==> src/rtl/cip_pkg.sv <==
// shared constants and state types for the card command link
package cip_pkg;

  // ==========================================================
  // command header
  localparam logic [7:0] CLA_VALUE        = 8'h00;
  localparam logic [7:0] INS_INCREASE     = 8'h32;
  localparam logic [7:0] INS_VERIFY       = 8'h20;
  localparam logic [7:0] INS_CHANGE       = 8'h24;
  localparam logic [7:0] AM_TAG_INCREASE  = 8'h84;
  localparam logic [7:0] P_ZERO           = 8'h00;
  localparam logic [2:0] SFI_FLAG         = 3'h4;
  localparam logic [1:0] QUAL_ZERO        = 2'h0;
  localparam logic [4:0] KEY_REF_NONE     = 5'h00;
  localparam logic [7:0] LC_EMPTY         = 8'h00;
  localparam logic [7:0] LC_INC_MAX       = 8'h7F;
  localparam logic [7:0] LC_PIN           = 8'h08;
  localparam logic [7:0] LC_CHANGE        = 8'h10;
  localparam logic [2:0] HDR_CLA          = 3'h0;
  localparam logic [2:0] HDR_INS          = 3'h1;
  localparam logic [2:0] HDR_P1           = 3'h2;
  localparam logic [2:0] HDR_P2           = 3'h3;
  localparam logic [2:0] HDR_LC           = 3'h4;
  localparam int         BUF_BYTES        = 16;
  localparam int         PIN_BITS         = 64;
  localparam logic [1:0] RETRY_INIT       = 2'h3;
  localparam logic [1:0] RETRY_NONE       = 2'h0;

  // ==========================================================
  // status words
  localparam logic [15:0] SW_OK           = 16'h9000;
  localparam logic [15:0] SW_RETRY_BASE   = 16'h63C0;
  localparam logic [15:0] SW_BLOCKED      = 16'h6983;
  localparam logic [15:0] SW_DISABLED     = 16'h6984;
  localparam logic [15:0] SW_DENIED       = 16'h6982;
  localparam logic [15:0] SW_WRONG_LEN    = 16'h6700;
  localparam logic [15:0] SW_WRONG_P1P2   = 16'h6B00;
  localparam logic [15:0] SW_NO_FILE      = 16'h6A82;
  localparam logic [15:0] SW_NO_REF       = 16'h6A88;
  localparam logic [15:0] SW_OVERFLOW     = 16'h6A84;
  localparam logic [15:0] SW_BAD_INS      = 16'h6D00;

  // ==========================================================
  // state types
  typedef enum logic [4:0] {
    CS_HDR  = 5'b00001,
    CS_DATA = 5'b00010,
    CS_EXEC = 5'b00100,
    CS_RESP = 5'b01000,
    CS_SW   = 5'b10000
  } cip_card_state_t;

  typedef enum logic [3:0] {
    TS_IDLE = 4'b0001,
    TS_HDR  = 4'b0010,
    TS_DATA = 4'b0100,
    TS_RESP = 4'b1000
  } cip_term_state_t;

endpackage

==> src/rtl/cip_link_if.sv <==
// byte link between terminal and card
`timescale 1ns/1ps
`default_nettype none
interface cip_link_if;
  logic       t2c_valid;
  logic       t2c_ready;
  logic [7:0] t2c_data;
  logic       c2t_valid;
  logic       c2t_ready;
  logic [7:0] c2t_data;
  logic       c2t_last;

  modport card (
    input  t2c_valid, t2c_data, c2t_ready,
    output t2c_ready, c2t_valid, c2t_data, c2t_last
  );
  modport term (
    output t2c_valid, t2c_data, c2t_ready,
    input  t2c_ready, c2t_valid, c2t_data, c2t_last
  );
endinterface
`default_nettype wire

==> src/rtl/cip_card.sv <==
// card end: increase, verify and change commands
`timescale 1ns/1ps
`default_nettype none
module cip_card #(
  parameter int          NREC        = 4,
  parameter int          RECLEN      = 4,
  parameter int          NPIN        = 4,
  parameter logic [4:0]  FILE_SFI    = 5'h01,
  parameter logic [63:0] PIN_DEFAULT = 64'h3132_3334_FFFF_FFFF
) (
  input  wire logic                    mclk_in,
  input  wire logic                    rst_n_in,
  cip_link_if.card                     link,
  input  wire logic                    nv_init_in,
  input  wire logic [NPIN-1:0]         pin_disabled_in,
  input  wire logic [7:0]              am_tag_in,
  input  wire logic [7:0]              am_ins_in,
  input  wire logic                    inc_cond_met_in,
  input  wire logic                    inc_pin_protected_in,
  input  wire logic [$clog2(NPIN)-1:0] inc_pin_idx_in,
  output logic      [NPIN-1:0]         pin_verified_out,
  output logic      [NPIN-1:0]         pin_blocked_out,
  output logic      [$clog2(NREC)-1:0] rec_ptr_out
);
  import cip_pkg::*;

  localparam int RW = RECLEN * 8;
  localparam int BW = BUF_BYTES * 8;
  localparam int PW = $clog2(NPIN);
  localparam int QW = $clog2(NREC);

  // ==========================================================
  // response byte picker
  function automatic logic [7:0] rsp_byte(input logic [RW-1:0] rec,
                                          input logic [BW-1:0] val,
                                          input logic [7:0]    lc,
                                          input logic [7:0]    idx);
    int k;
    k = 0;
    if (int'(idx) < RECLEN) begin
      k = RECLEN - 1 - int'(idx);
      rsp_byte = rec[k*8 +: 8];
    end else begin
      k = int'(lc) - 1 - (int'(idx) - RECLEN);
      if (k < 0 || k >= BUF_BYTES) k = 0;
      rsp_byte = val[k*8 +: 8];
    end
  endfunction

  // ==========================================================
  // state
  cip_card_state_t state_reg, state_next;
  logic [2:0]      hdr_cnt_reg, hdr_cnt_next;
  logic [7:0]      ins_reg, ins_next, p1_reg, p1_next;
  logic [7:0]      p2_reg, p2_next, lc_reg, lc_next;
  logic [7:0]      dat_cnt_reg, dat_cnt_next;
  logic [7:0]      rsp_cnt_reg, rsp_cnt_next, rsp_len_reg, rsp_len_next;
  logic [BW-1:0]   buf_reg, buf_next;
  logic [RW-1:0]   rsp_rec_reg, rsp_rec_next;
  logic [15:0]     sw_reg, sw_next;
  logic            sw_idx_reg, sw_idx_next;
  logic [NPIN-1:0] verified_reg, verified_next;
  // nonvolatile image, untouched by rst_n_in
  logic [RW-1:0]       rec_reg [NREC];
  logic [RW-1:0]       rec_next [NREC];
  logic [QW-1:0]       ptr_reg, ptr_next;
  logic [PIN_BITS-1:0] pin_reg [NPIN];
  logic [PIN_BITS-1:0] pin_next [NPIN];
  logic [1:0]          tries_reg [NPIN];
  logic [1:0]          tries_next [NPIN];
  logic [NPIN-1:0]     blocked_reg, blocked_next;

  logic          hs_in, hs_out, ref_ok;
  logic [PW-1:0] pidx;
  logic [RW:0]   sum;
  logic [1:0]    left;

  assign hs_in  = link.t2c_valid && link.t2c_ready;
  assign hs_out = link.c2t_valid && link.c2t_ready;
  assign link.t2c_ready = (state_reg == CS_HDR) || (state_reg == CS_DATA);
  assign link.c2t_valid = (state_reg == CS_RESP) || (state_reg == CS_SW);
  assign link.c2t_last  = (state_reg == CS_SW) && sw_idx_reg;
  assign link.c2t_data  = (state_reg == CS_RESP) ?
                          rsp_byte(rsp_rec_reg, buf_reg, lc_reg, rsp_cnt_reg) :
                          (sw_idx_reg ? sw_reg[7:0] : sw_reg[15:8]);
  assign pin_verified_out = verified_reg;
  assign pin_blocked_out  = blocked_reg;
  assign rec_ptr_out      = ptr_reg;

  assign pidx   = PW'(p2_reg[4:0] - 5'h01);
  assign ref_ok = (p2_reg[4:0] != KEY_REF_NONE) &&
                  (int'(p2_reg[4:0]) <= NPIN);
  assign sum    = {1'b0, rec_reg[ptr_reg]} + {1'b0, buf_reg[RW-1:0]};
  assign left   = tries_reg[pidx] - 2'h1;

  // ==========================================================
  // next state
  always_comb begin
    state_next    = state_reg;
    hdr_cnt_next  = hdr_cnt_reg;
    ins_next      = ins_reg;
    p1_next       = p1_reg;
    p2_next       = p2_reg;
    lc_next       = lc_reg;
    dat_cnt_next  = dat_cnt_reg;
    rsp_cnt_next  = rsp_cnt_reg;
    rsp_len_next  = rsp_len_reg;
    buf_next      = buf_reg;
    rsp_rec_next  = rsp_rec_reg;
    sw_next       = sw_reg;
    sw_idx_next   = sw_idx_reg;
    verified_next = verified_reg;
    rec_next      = rec_reg;
    ptr_next      = ptr_reg;
    pin_next      = pin_reg;
    tries_next    = tries_reg;
    blocked_next  = blocked_reg;
    case (state_reg)
      CS_HDR: begin
        if (hs_in) begin
          hdr_cnt_next = hdr_cnt_reg + 3'h1;
          case (hdr_cnt_reg)
            HDR_CLA: buf_next = '0;
            HDR_INS: ins_next = link.t2c_data;
            HDR_P1:  p1_next  = link.t2c_data;
            HDR_P2:  p2_next  = link.t2c_data;
            default: begin
              lc_next      = link.t2c_data;
              hdr_cnt_next = HDR_CLA;
              dat_cnt_next = '0;
              state_next   = (link.t2c_data == LC_EMPTY) ? CS_EXEC : CS_DATA;
            end
          endcase
        end
      end
      CS_DATA: begin
        if (hs_in) begin
          buf_next     = {buf_reg[BW-9:0], link.t2c_data};
          dat_cnt_next = dat_cnt_reg + 8'h01;
          if (dat_cnt_next == lc_reg) state_next = CS_EXEC;
        end
      end
      CS_EXEC: begin
        rsp_len_next = '0;
        rsp_cnt_next = '0;
        sw_idx_next  = 1'b0;
        sw_next      = SW_OK;
        case (ins_reg)
          INS_INCREASE: begin
            if (p2_reg != P_ZERO ||
                (p1_reg != P_ZERO && p1_reg[7:5] != SFI_FLAG))
              sw_next = SW_WRONG_P1P2;
            else if (p1_reg != P_ZERO &&
                     (p1_reg[4:0] != FILE_SFI || FILE_SFI == KEY_REF_NONE))
              sw_next = SW_NO_FILE;
            else if (lc_reg == LC_EMPTY || lc_reg > LC_INC_MAX ||
                     int'(lc_reg) > RECLEN)
              sw_next = SW_WRONG_LEN;
            else if (am_tag_in != AM_TAG_INCREASE ||
                     am_ins_in != INS_INCREASE || !inc_cond_met_in)
              sw_next = SW_DENIED;
            else if (inc_pin_protected_in &&
                     !(verified_reg[inc_pin_idx_in] ||
                       pin_disabled_in[inc_pin_idx_in]))
              sw_next = SW_DENIED;
            else if (sum[RW])
              sw_next = SW_OVERFLOW;
            else begin
              ptr_next = (int'(ptr_reg) == NREC - 1) ? '0 :
                         QW'(ptr_reg + 1'b1);
              rec_next[ptr_next] = sum[RW-1:0];
              rsp_rec_next = sum[RW-1:0];
              rsp_len_next = 8'(RECLEN) + lc_reg;
            end
          end
          INS_VERIFY, INS_CHANGE: begin
            if (p1_reg != P_ZERO || p2_reg[6:5] != QUAL_ZERO ||
                p2_reg[4:0] == KEY_REF_NONE)
              sw_next = SW_WRONG_P1P2;
            else if (!ref_ok)
              sw_next = SW_NO_REF;
            else if ((ins_reg == INS_CHANGE && lc_reg != LC_CHANGE) ||
                     (ins_reg == INS_VERIFY && lc_reg != LC_EMPTY &&
                      lc_reg != LC_PIN))
              sw_next = SW_WRONG_LEN;
            else if (lc_reg == LC_EMPTY)
              sw_next = blocked_reg[pidx] ? SW_RETRY_BASE :
                        (SW_RETRY_BASE | 16'(tries_reg[pidx]));
            else if (blocked_reg[pidx])
              sw_next = SW_BLOCKED;
            else if (pin_disabled_in[pidx])
              sw_next = SW_DISABLED;
            else if ((ins_reg == INS_CHANGE ?
                      buf_reg[2*PIN_BITS-1:PIN_BITS] :
                      buf_reg[PIN_BITS-1:0]) == pin_reg[pidx]) begin
              tries_next[pidx]    = RETRY_INIT;
              verified_next[pidx] = 1'b1;
              if (ins_reg == INS_CHANGE)
                pin_next[pidx] = buf_reg[PIN_BITS-1:0];
            end else begin
              tries_next[pidx]    = left;
              verified_next[pidx] = 1'b0;
              sw_next             = SW_RETRY_BASE | 16'(left);
              if (left == RETRY_NONE) blocked_next[pidx] = 1'b1;
            end
          end
          default: sw_next = SW_BAD_INS;
        endcase
        state_next = (rsp_len_next == 8'h00) ? CS_SW : CS_RESP;
      end
      CS_RESP: begin
        if (hs_out) begin
          rsp_cnt_next = rsp_cnt_reg + 8'h01;
          if (rsp_cnt_next == rsp_len_reg) state_next = CS_SW;
        end
      end
      CS_SW: begin
        if (hs_out) begin
          sw_idx_next = 1'b1;
          if (sw_idx_reg) state_next = CS_HDR;
        end
      end
      default: state_next = CS_HDR;
    endcase
    if (nv_init_in) begin
      for (int i = 0; i < NREC; i++) rec_next[i] = '0;
      for (int i = 0; i < NPIN; i++) begin
        pin_next[i]   = PIN_DEFAULT;
        tries_next[i] = RETRY_INIT;
      end
      ptr_next     = '0;
      blocked_next = '0;
    end
  end

  // ==========================================================
  // registers
  always_ff @(posedge mclk_in) begin
    if (!rst_n_in) begin
      state_reg    <= CS_HDR;
      hdr_cnt_reg  <= HDR_CLA;
      ins_reg      <= '0;
      p1_reg       <= '0;
      p2_reg       <= '0;
      lc_reg       <= '0;
      dat_cnt_reg  <= '0;
      rsp_cnt_reg  <= '0;
      rsp_len_reg  <= '0;
      buf_reg      <= '0;
      rsp_rec_reg  <= '0;
      sw_reg       <= SW_OK;
      sw_idx_reg   <= 1'b0;
      verified_reg <= '0;
    end else begin
      state_reg    <= state_next;
      hdr_cnt_reg  <= hdr_cnt_next;
      ins_reg      <= ins_next;
      p1_reg       <= p1_next;
      p2_reg       <= p2_next;
      lc_reg       <= lc_next;
      dat_cnt_reg  <= dat_cnt_next;
      rsp_cnt_reg  <= rsp_cnt_next;
      rsp_len_reg  <= rsp_len_next;
      buf_reg      <= buf_next;
      rsp_rec_reg  <= rsp_rec_next;
      sw_reg       <= sw_next;
      sw_idx_reg   <= sw_idx_next;
      verified_reg <= verified_next;
    end
  end

  always_ff @(posedge mclk_in) begin
    rec_reg     <= rec_next;
    ptr_reg     <= ptr_next;
    pin_reg     <= pin_next;
    tries_reg   <= tries_next;
    blocked_reg <= blocked_next;
  end
endmodule
`default_nettype wire

==> src/flat_wrapper.sv <==
// flat-port wrapper written by rule: the top's interface ports become plain ports
module cip_card_flat import cip_pkg::*;
#(
  parameter int          NREC        = 4,
  parameter int          RECLEN      = 4,
  parameter int          NPIN        = 4,
  parameter logic [4:0]  FILE_SFI    = 5'h01,
  parameter logic [63:0] PIN_DEFAULT = 64'h3132_3334_FFFF_FFFF
)
  (mclk_in, rst_n_in, nv_init_in, pin_disabled_in, am_tag_in, am_ins_in, inc_cond_met_in, inc_pin_protected_in, inc_pin_idx_in, pin_verified_out, pin_blocked_out, rec_ptr_out, link_t2c_valid, link_t2c_data, link_c2t_ready, link_t2c_ready, link_c2t_valid, link_c2t_data, link_c2t_last);
  cip_link_if link_i ();
  input  wire logic mclk_in;
  input  wire logic rst_n_in;
  input  wire logic nv_init_in;
  input  wire logic [NPIN-1:0] pin_disabled_in;
  input  wire logic [7:0] am_tag_in;
  input  wire logic [7:0] am_ins_in;
  input  wire logic inc_cond_met_in;
  input  wire logic inc_pin_protected_in;
  input  wire logic [$clog2(NPIN)-1:0] inc_pin_idx_in;
  output logic      [NPIN-1:0] pin_verified_out;
  output logic      [NPIN-1:0] pin_blocked_out;
  output logic      [$clog2(NREC)-1:0] rec_ptr_out;
  input wire logic [$bits(link_i.t2c_valid)-1:0] link_t2c_valid;
  input wire logic [$bits(link_i.t2c_data)-1:0] link_t2c_data;
  input wire logic [$bits(link_i.c2t_ready)-1:0] link_c2t_ready;
  output wire logic [$bits(link_i.t2c_ready)-1:0] link_t2c_ready;
  output wire logic [$bits(link_i.c2t_valid)-1:0] link_c2t_valid;
  output wire logic [$bits(link_i.c2t_data)-1:0] link_c2t_data;
  output wire logic [$bits(link_i.c2t_last)-1:0] link_c2t_last;
  assign link_i.t2c_valid = link_t2c_valid;
  assign link_i.t2c_data = link_t2c_data;
  assign link_i.c2t_ready = link_c2t_ready;
  assign link_t2c_ready = link_i.t2c_ready;
  assign link_c2t_valid = link_i.c2t_valid;
  assign link_c2t_data = link_i.c2t_data;
  assign link_c2t_last = link_i.c2t_last;
  cip_card #(.NREC(NREC), .RECLEN(RECLEN), .NPIN(NPIN), .FILE_SFI(FILE_SFI), .PIN_DEFAULT(PIN_DEFAULT)) u_core (.mclk_in(mclk_in), .rst_n_in(rst_n_in), .link(link_i), .nv_init_in(nv_init_in), .pin_disabled_in(pin_disabled_in), .am_tag_in(am_tag_in), .am_ins_in(am_ins_in), .inc_cond_met_in(inc_cond_met_in), .inc_pin_protected_in(inc_pin_protected_in), .inc_pin_idx_in(inc_pin_idx_in), .pin_verified_out(pin_verified_out), .pin_blocked_out(pin_blocked_out), .rec_ptr_out(rec_ptr_out));
endmodule
==> config.mk <==
export PLATFORM = sky130hd
export DESIGN_NAME = cip_card_flat
export DESIGN_NICKNAME = d
export VERILOG_FILES = /design/src/rtl/cip_pkg.sv /design/src/rtl/cip_link_if.sv /design/src/rtl/cip_card.sv /design/src/flat_wrapper.sv
export SDC_FILE = /design/constraint.sdc
export NUM_CORES = 2
export LEC_CHECK = 0
export BUFFER_PORTS_ARGS = -buffer_cell sky130_fd_sc_hd__buf_4
export CAP_MARGIN = 20
export CORE_UTILIZATION = 63
export CTS_CLUSTER_DIAMETER = 40
export DETAILED_ROUTE_END_ITERATION = 10
export GPL_TIMING_DRIVEN = 1
export PLACE_DENSITY = 0.88
export SLEW_MARGIN = 15
export SYNTH_ARGS = -nofsm -noshare
export SYNTH_HDL_FRONTEND = slang
export SYNTH_SLANG_ARGS = --single-unit
==> constraint.sdc <==
create_clock -name mclk_in -period 6.1 [get_ports mclk_in]
set_input_delay 1.22 -clock mclk_in [delete_from_list [all_inputs] [get_ports mclk_in]]
set_output_delay 1.22 -clock mclk_in [all_outputs]
set_load 0.03 [all_outputs]
==> out/metrics.json <==
{
  "clock_tree.root_cell": {"value": "sky130_fd_sc_hd__clkbuf_16"},
  "htree_num_levels": {"value": 3},
  "aggregate_routed_wire_length": {"value": 91200, "unit": "um"},
  "regToRegEndpoint": {"value": "u_core.pin_reg[58]$_SDFFE_PP0P_"},
  "synth_enable_flop_cells": {"value": 0},
  "max_slew.worst_pin.slew": {"value": 1040, "unit": "ps"},
  "worst_skew_pair_later_pin_latency": {"value": 640, "unit": "ps"},
  "wl_per_cell": {"value": 21.4, "unit": "um"},
  "floorplan.initialDensity": {"value": 0.644},
  "worstSetupEndpointType": {"value": "output port"},
  "syn_inst": {"value": 3605},
  "placement.io_buffers": {"value": 57},
  "global_route.overflow_total": {"value": 0},
  "sequential_area_share_after_synthesis": {"value": 0.402},
  "placementRows": {"value": 81},
  "post_synth_num_cell_types": {"value": 73},
  "maxCapViolCount": {"value": 0},
  "final_max_slew_viol_count": {"value": 0},
  "post-route-min-period": {"value": 5900, "unit": "ps"},
  "status": {"value": "completed"},
  "area_of_all_sequential_standard_cells": {"value": 12800, "unit": "um^2"},
  "die-area": {"value": 51400, "unit": "um^2"},
  "hp-start": {"value": "u_core.rec_reg[18]$_SDFFE_PP0P_"},
  "route.vias.total": {"value": 28100},
  "proportion_of_layout_cells_with_a_drive_suffix_above_1": {"value": 0.116},
  "drt_first_pass_iters": {"value": 10},
  "dieHeight": {"value": 227, "unit": "um"},
  "reg2reg_depth": {"value": 12},
  "vdd.ir_drop.worst": {"value": 232, "unit": "uV"},
  "synth_area_per_cell": {"value": 8.82, "unit": "um^2"},
  "grt_setup_unrepaired": {"value": "false"},
  "ys_async_sr_fraction": {"value": 0},
  "clk_pin_slew_worst_paths": {"value": 60, "unit": "ps"},
  "cp_max_fo": {"value": 19},
  "vias_per_cell": {"value": 6.60},
  "wire_length_of_the_first_global_routing_pass": {"value": 143000, "unit": "um"},
  "hold_viol_final": {"value": 0},
  "routability_congestion_estimate_from_global_placement": {"value": 0.947},
  "worstSetupStartpointType": {"value": "flip-flop"},
  "tritoncts.num_buffers": {"value": 88},
  "nNetsFinal": {"value": 3632},
  "largest_register_ffs": {"value": 256},
  "netlist_area": {"value": 31800, "unit": "um^2"},
  "grt_pass1_vias": {"value": 26700},
  "power_density_relative_to_cell_area": {"value": 306, "unit": "nW/um^2"},
  "die-width": {"value": 227, "unit": "um"},
  "min_period_over_period": {"value": 0.968},
  "min_path_type": {"value": "flip-flop to flip-flop"},
  "worstPathArrival": {"value": 4680, "unit": "ps"},
  "gr-usage-all-layers": {"value": 0.353},
  "number_of_failing_setup_endpoints_in_the_final_timing_report": {"value": 0},
  "synth_seq_cells": {"value": 639},
  "skew": {"value": 38.4, "unit": "ps"},
  "final_hold_slack": {"value": 447, "unit": "ps"},
  "yosysWarnings": {"value": 0},
  "worst_setup_path_class": {"value": "flip-flop to output port"},
  "slowest_stage": {"value": "sky130_fd_sc_hd__dfxtp_2"},
  "syn-num-nets": {"value": 3711},
  "final.fill_count": {"value": 3284},
  "dp_hpwl": {"value": 56600, "unit": "um"},
  "numClockSinks": {"value": 639},
  "fin_setup_tns": {"value": 0, "unit": "ps"},
  "hold_depth": {"value": 2},
  "clockBufferDepth": {"value": 3},
  "multiInputGateArea": {"value": 17700, "unit": "um^2"},
  "required": {"value": 4880, "unit": "ps"},
  "maxSlewHeadroom": {"value": 0.305},
  "core_area": {"value": 49400, "unit": "um^2"},
  "num_io_pins": {"value": 58},
  "cp_cell_sequence": {"value": "inv_1 > ha_1 > inv_1 > o21ai_1 > nor3_1 > xor2_1 > ha_1 > or3_1 > o31a_1 > a21oi_1 > a21oi_1 > a2111oi_4 > buf_6 > nand2b_2 > a22o_1 > a221o_1 > buf_4"},
  "antenna_violating_nets_post_route": {"value": 0},
  "antenna_violations_before_repair": {"value": 2},
  "tritoncts": {"value": "yes"},
  "synth-main-ff-cell": {"value": "sky130_fd_sc_hd__dfxtp_1"},
  "drt_iter0_markers": {"value": 3897},
  "largest_net_degree_at_the_start_of_global_routing": {"value": 167},
  "static-leakage-power": {"value": 0.0117, "unit": "uW"},
  "min_delay_worst_endpoint": {"value": "u_core.rec_reg[18]$_SDFFE_PP0P_"},
  "areaGrowthSynthToFinish": {"value": 11.6, "unit": "%"},
  "r2r-start": {"value": "u_core.p2_reg[1]$_SDFFE_PN0P_"},
  "setup.reg_to_reg.worst_slack": {"value": 830, "unit": "ps"},
  "cpPeakStageDelay": {"value": 380, "unit": "ps"},
  "drt_drc_violations_left": {"value": 0},
  "max_clock_freq": {"value": 169, "unit": "MHz"}
}
==> cell families after synthesis <==
group	after synthesis	share of synthesized area
compound gates	804	0.156
xor+xnor	128	0.0353
fa+ha+maj	69	0.0276
buf+inv	315	0.0435
flops	639	0.402
mux	302	0.143
simple gates	1348	0.192
==> Yosys cell counts, types with 9 or more instances <==
| master | number | area [um^2] |
|---|---|---|
| sky130_fd_sc_hd__a211o_1 | 9 | 78.8 |
| sky130_fd_sc_hd__a211oi_1 | 10 | 75.1 |
| sky130_fd_sc_hd__a21boi_0 | 181 | 1360 |
| sky130_fd_sc_hd__a21o_1 | 13 | 97.6 |
| sky130_fd_sc_hd__a21oi_1 | 391 | 1960 |
| sky130_fd_sc_hd__a22oi_1 | 20 | 150 |
| sky130_fd_sc_hd__and2_1 | 17 | 106 |
| sky130_fd_sc_hd__and3_1 | 18 | 113 |
| sky130_fd_sc_hd__buf_1 | 11 | 41.3 |
| sky130_fd_sc_hd__buf_2 | 59 | 295 |
| sky130_fd_sc_hd__buf_4 | 14 | 105 |
| sky130_fd_sc_hd__buf_6 | 10 | 113 |
| sky130_fd_sc_hd__clkbuf_1 | 185 | 694 |
| sky130_fd_sc_hd__dfxtp_1 | 639 | 12800 |
| sky130_fd_sc_hd__ha_1 | 67 | 838 |
| sky130_fd_sc_hd__inv_1 | 36 | 135 |
| sky130_fd_sc_hd__mux2i_1 | 180 | 1800 |
| sky130_fd_sc_hd__mux4_2 | 122 | 2750 |
| sky130_fd_sc_hd__nand2_1 | 555 | 2080 |
| sky130_fd_sc_hd__nand2b_1 | 10 | 62.6 |
| sky130_fd_sc_hd__nand3_1 | 177 | 886 |
| sky130_fd_sc_hd__nand4_1 | 23 | 144 |
| sky130_fd_sc_hd__nor2_1 | 211 | 792 |
| sky130_fd_sc_hd__nor2b_1 | 51 | 319 |
| sky130_fd_sc_hd__nor3_1 | 214 | 1070 |
| sky130_fd_sc_hd__nor3b_1 | 13 | 97.6 |
| sky130_fd_sc_hd__nor4_1 | 14 | 87.6 |
| sky130_fd_sc_hd__o2111ai_1 | 10 | 87.6 |
| sky130_fd_sc_hd__o21a_1 | 12 | 90.1 |
| sky130_fd_sc_hd__o21ai_0 | 84 | 420 |
| sky130_fd_sc_hd__o31ai_1 | 13 | 97.6 |
| sky130_fd_sc_hd__xnor2_1 | 40 | 350 |
| sky130_fd_sc_hd__xor2_1 | 88 | 771 |
==> worst max path at each step <==
stage               cells past startpoint  slack, ps               end                          start
CTS                                    17         40  link_c2t_data[2]  u_core.lc_reg[2]$_SDFFE_PN0P_
global route                           17         30  link_c2t_data[2]  u_core.lc_reg[2]$_SDFFE_PN0P_
detailed placement                     17        650  link_c2t_data[2]  u_core.lc_reg[2]$_SDFFE_PN0P_
floorplan                              16        850  link_c2t_data[4]  u_core.lc_reg[2]$_SDFFE_PN0P_
finish                                 17        200  link_c2t_data[2]  u_core.lc_reg[2]$_SDFFE_PN0P_
global placement                       17        740  link_c2t_data[2]  u_core.lc_reg[2]$_SDFFE_PN0P_
==> routing by layer <==
layer	wire [um]	track usage
met5	0	0
met4	4610	0.184
met3	10300	0.0851
met2	41400	0.550
met1	35000	0.453
==> report_power, final <==
part	internal, uW	total [uW]	switching, uW
Sequential	4200	4240	44.2
Clock	3150	5170	2020
Combinational	463	1430	964
Total	7810	10800	3030
==> what timing repair did <==
action / CTS / global route
buffers inserted: 0 / 0
hold buffers: 0 / 0
setup endpoints to repair: 1 / 4
resized for setup: 1 / 4
==> area by class of cell <==
class / count / share of cell area
Sequential cell: 639 / 0.361
Tap cell: 664 / 0.0234
Inverter: 36 / 0.00381
Multi-Input combinational cell: 2651 / 0.499
Timing Repair Buffer: 110 / 0.0283
Antenna cell: 2 / 0.000141
Clock inverter: 54 / 0.0176
Clock buffer: 104 / 0.0666
==> placed cells by master, fill, tap and decap left out, types with 13 or more instances in the layout <==
cell type,instances
sky130_fd_sc_hd__dfxtp_1,635
sky130_fd_sc_hd__nand2_1,555
sky130_fd_sc_hd__a21oi_1,391
sky130_fd_sc_hd__nor2_1,211
sky130_fd_sc_hd__nor3_1,210
sky130_fd_sc_hd__a21boi_0,181
sky130_fd_sc_hd__mux2i_1,180
sky130_fd_sc_hd__nand3_1,177
sky130_fd_sc_hd__mux4_2,122
sky130_fd_sc_hd__buf_4,94
sky130_fd_sc_hd__clkbuf_16,90
sky130_fd_sc_hd__xor2_1,87
sky130_fd_sc_hd__o21ai_0,82
sky130_fd_sc_hd__ha_1,65
sky130_fd_sc_hd__nor2b_1,51
sky130_fd_sc_hd__xnor2_1,40
sky130_fd_sc_hd__inv_1,36
sky130_fd_sc_hd__nand4_1,23
sky130_fd_sc_hd__a22oi_1,20
sky130_fd_sc_hd__and3_1,18
sky130_fd_sc_hd__and2_1,17
sky130_fd_sc_hd__nor4_1,14
sky130_fd_sc_hd__clkinv_2,14
sky130_fd_sc_hd__o31ai_1,13
sky130_fd_sc_hd__a21o_1,13
sky130_fd_sc_hd__buf_12,13
==> critical path: cells and delay by family, from the launching register on <==
kind                     cells  cell delay [ps]
XOR/XNOR                     1              170
buffers and inverters        4              680
AO/OA/AOI/OAI                7             1650
flip-flops                   1              380
AND/OR/NAND/NOR              3              540
adder cells (fa/ha/maj)      2              630
==> stage by stage <==
stage	worst slack, ps	total power, uW	instances	instance area (um^2)	util
3_5_place_dp	653	5680	4100	32500	0.658
3_3_place_gp	739	5670	4100	32500	0.658
5_1_grt	33.1	11100	4258	35500	0.719
2_1_floorplan	852	5320	3605	31800	-
4_1_cts	42.8	10800	4258	35500	0.719
6_report	197	10800	4260	35500	0.719
No activity file was read; power rests on OpenSTA's default activity.
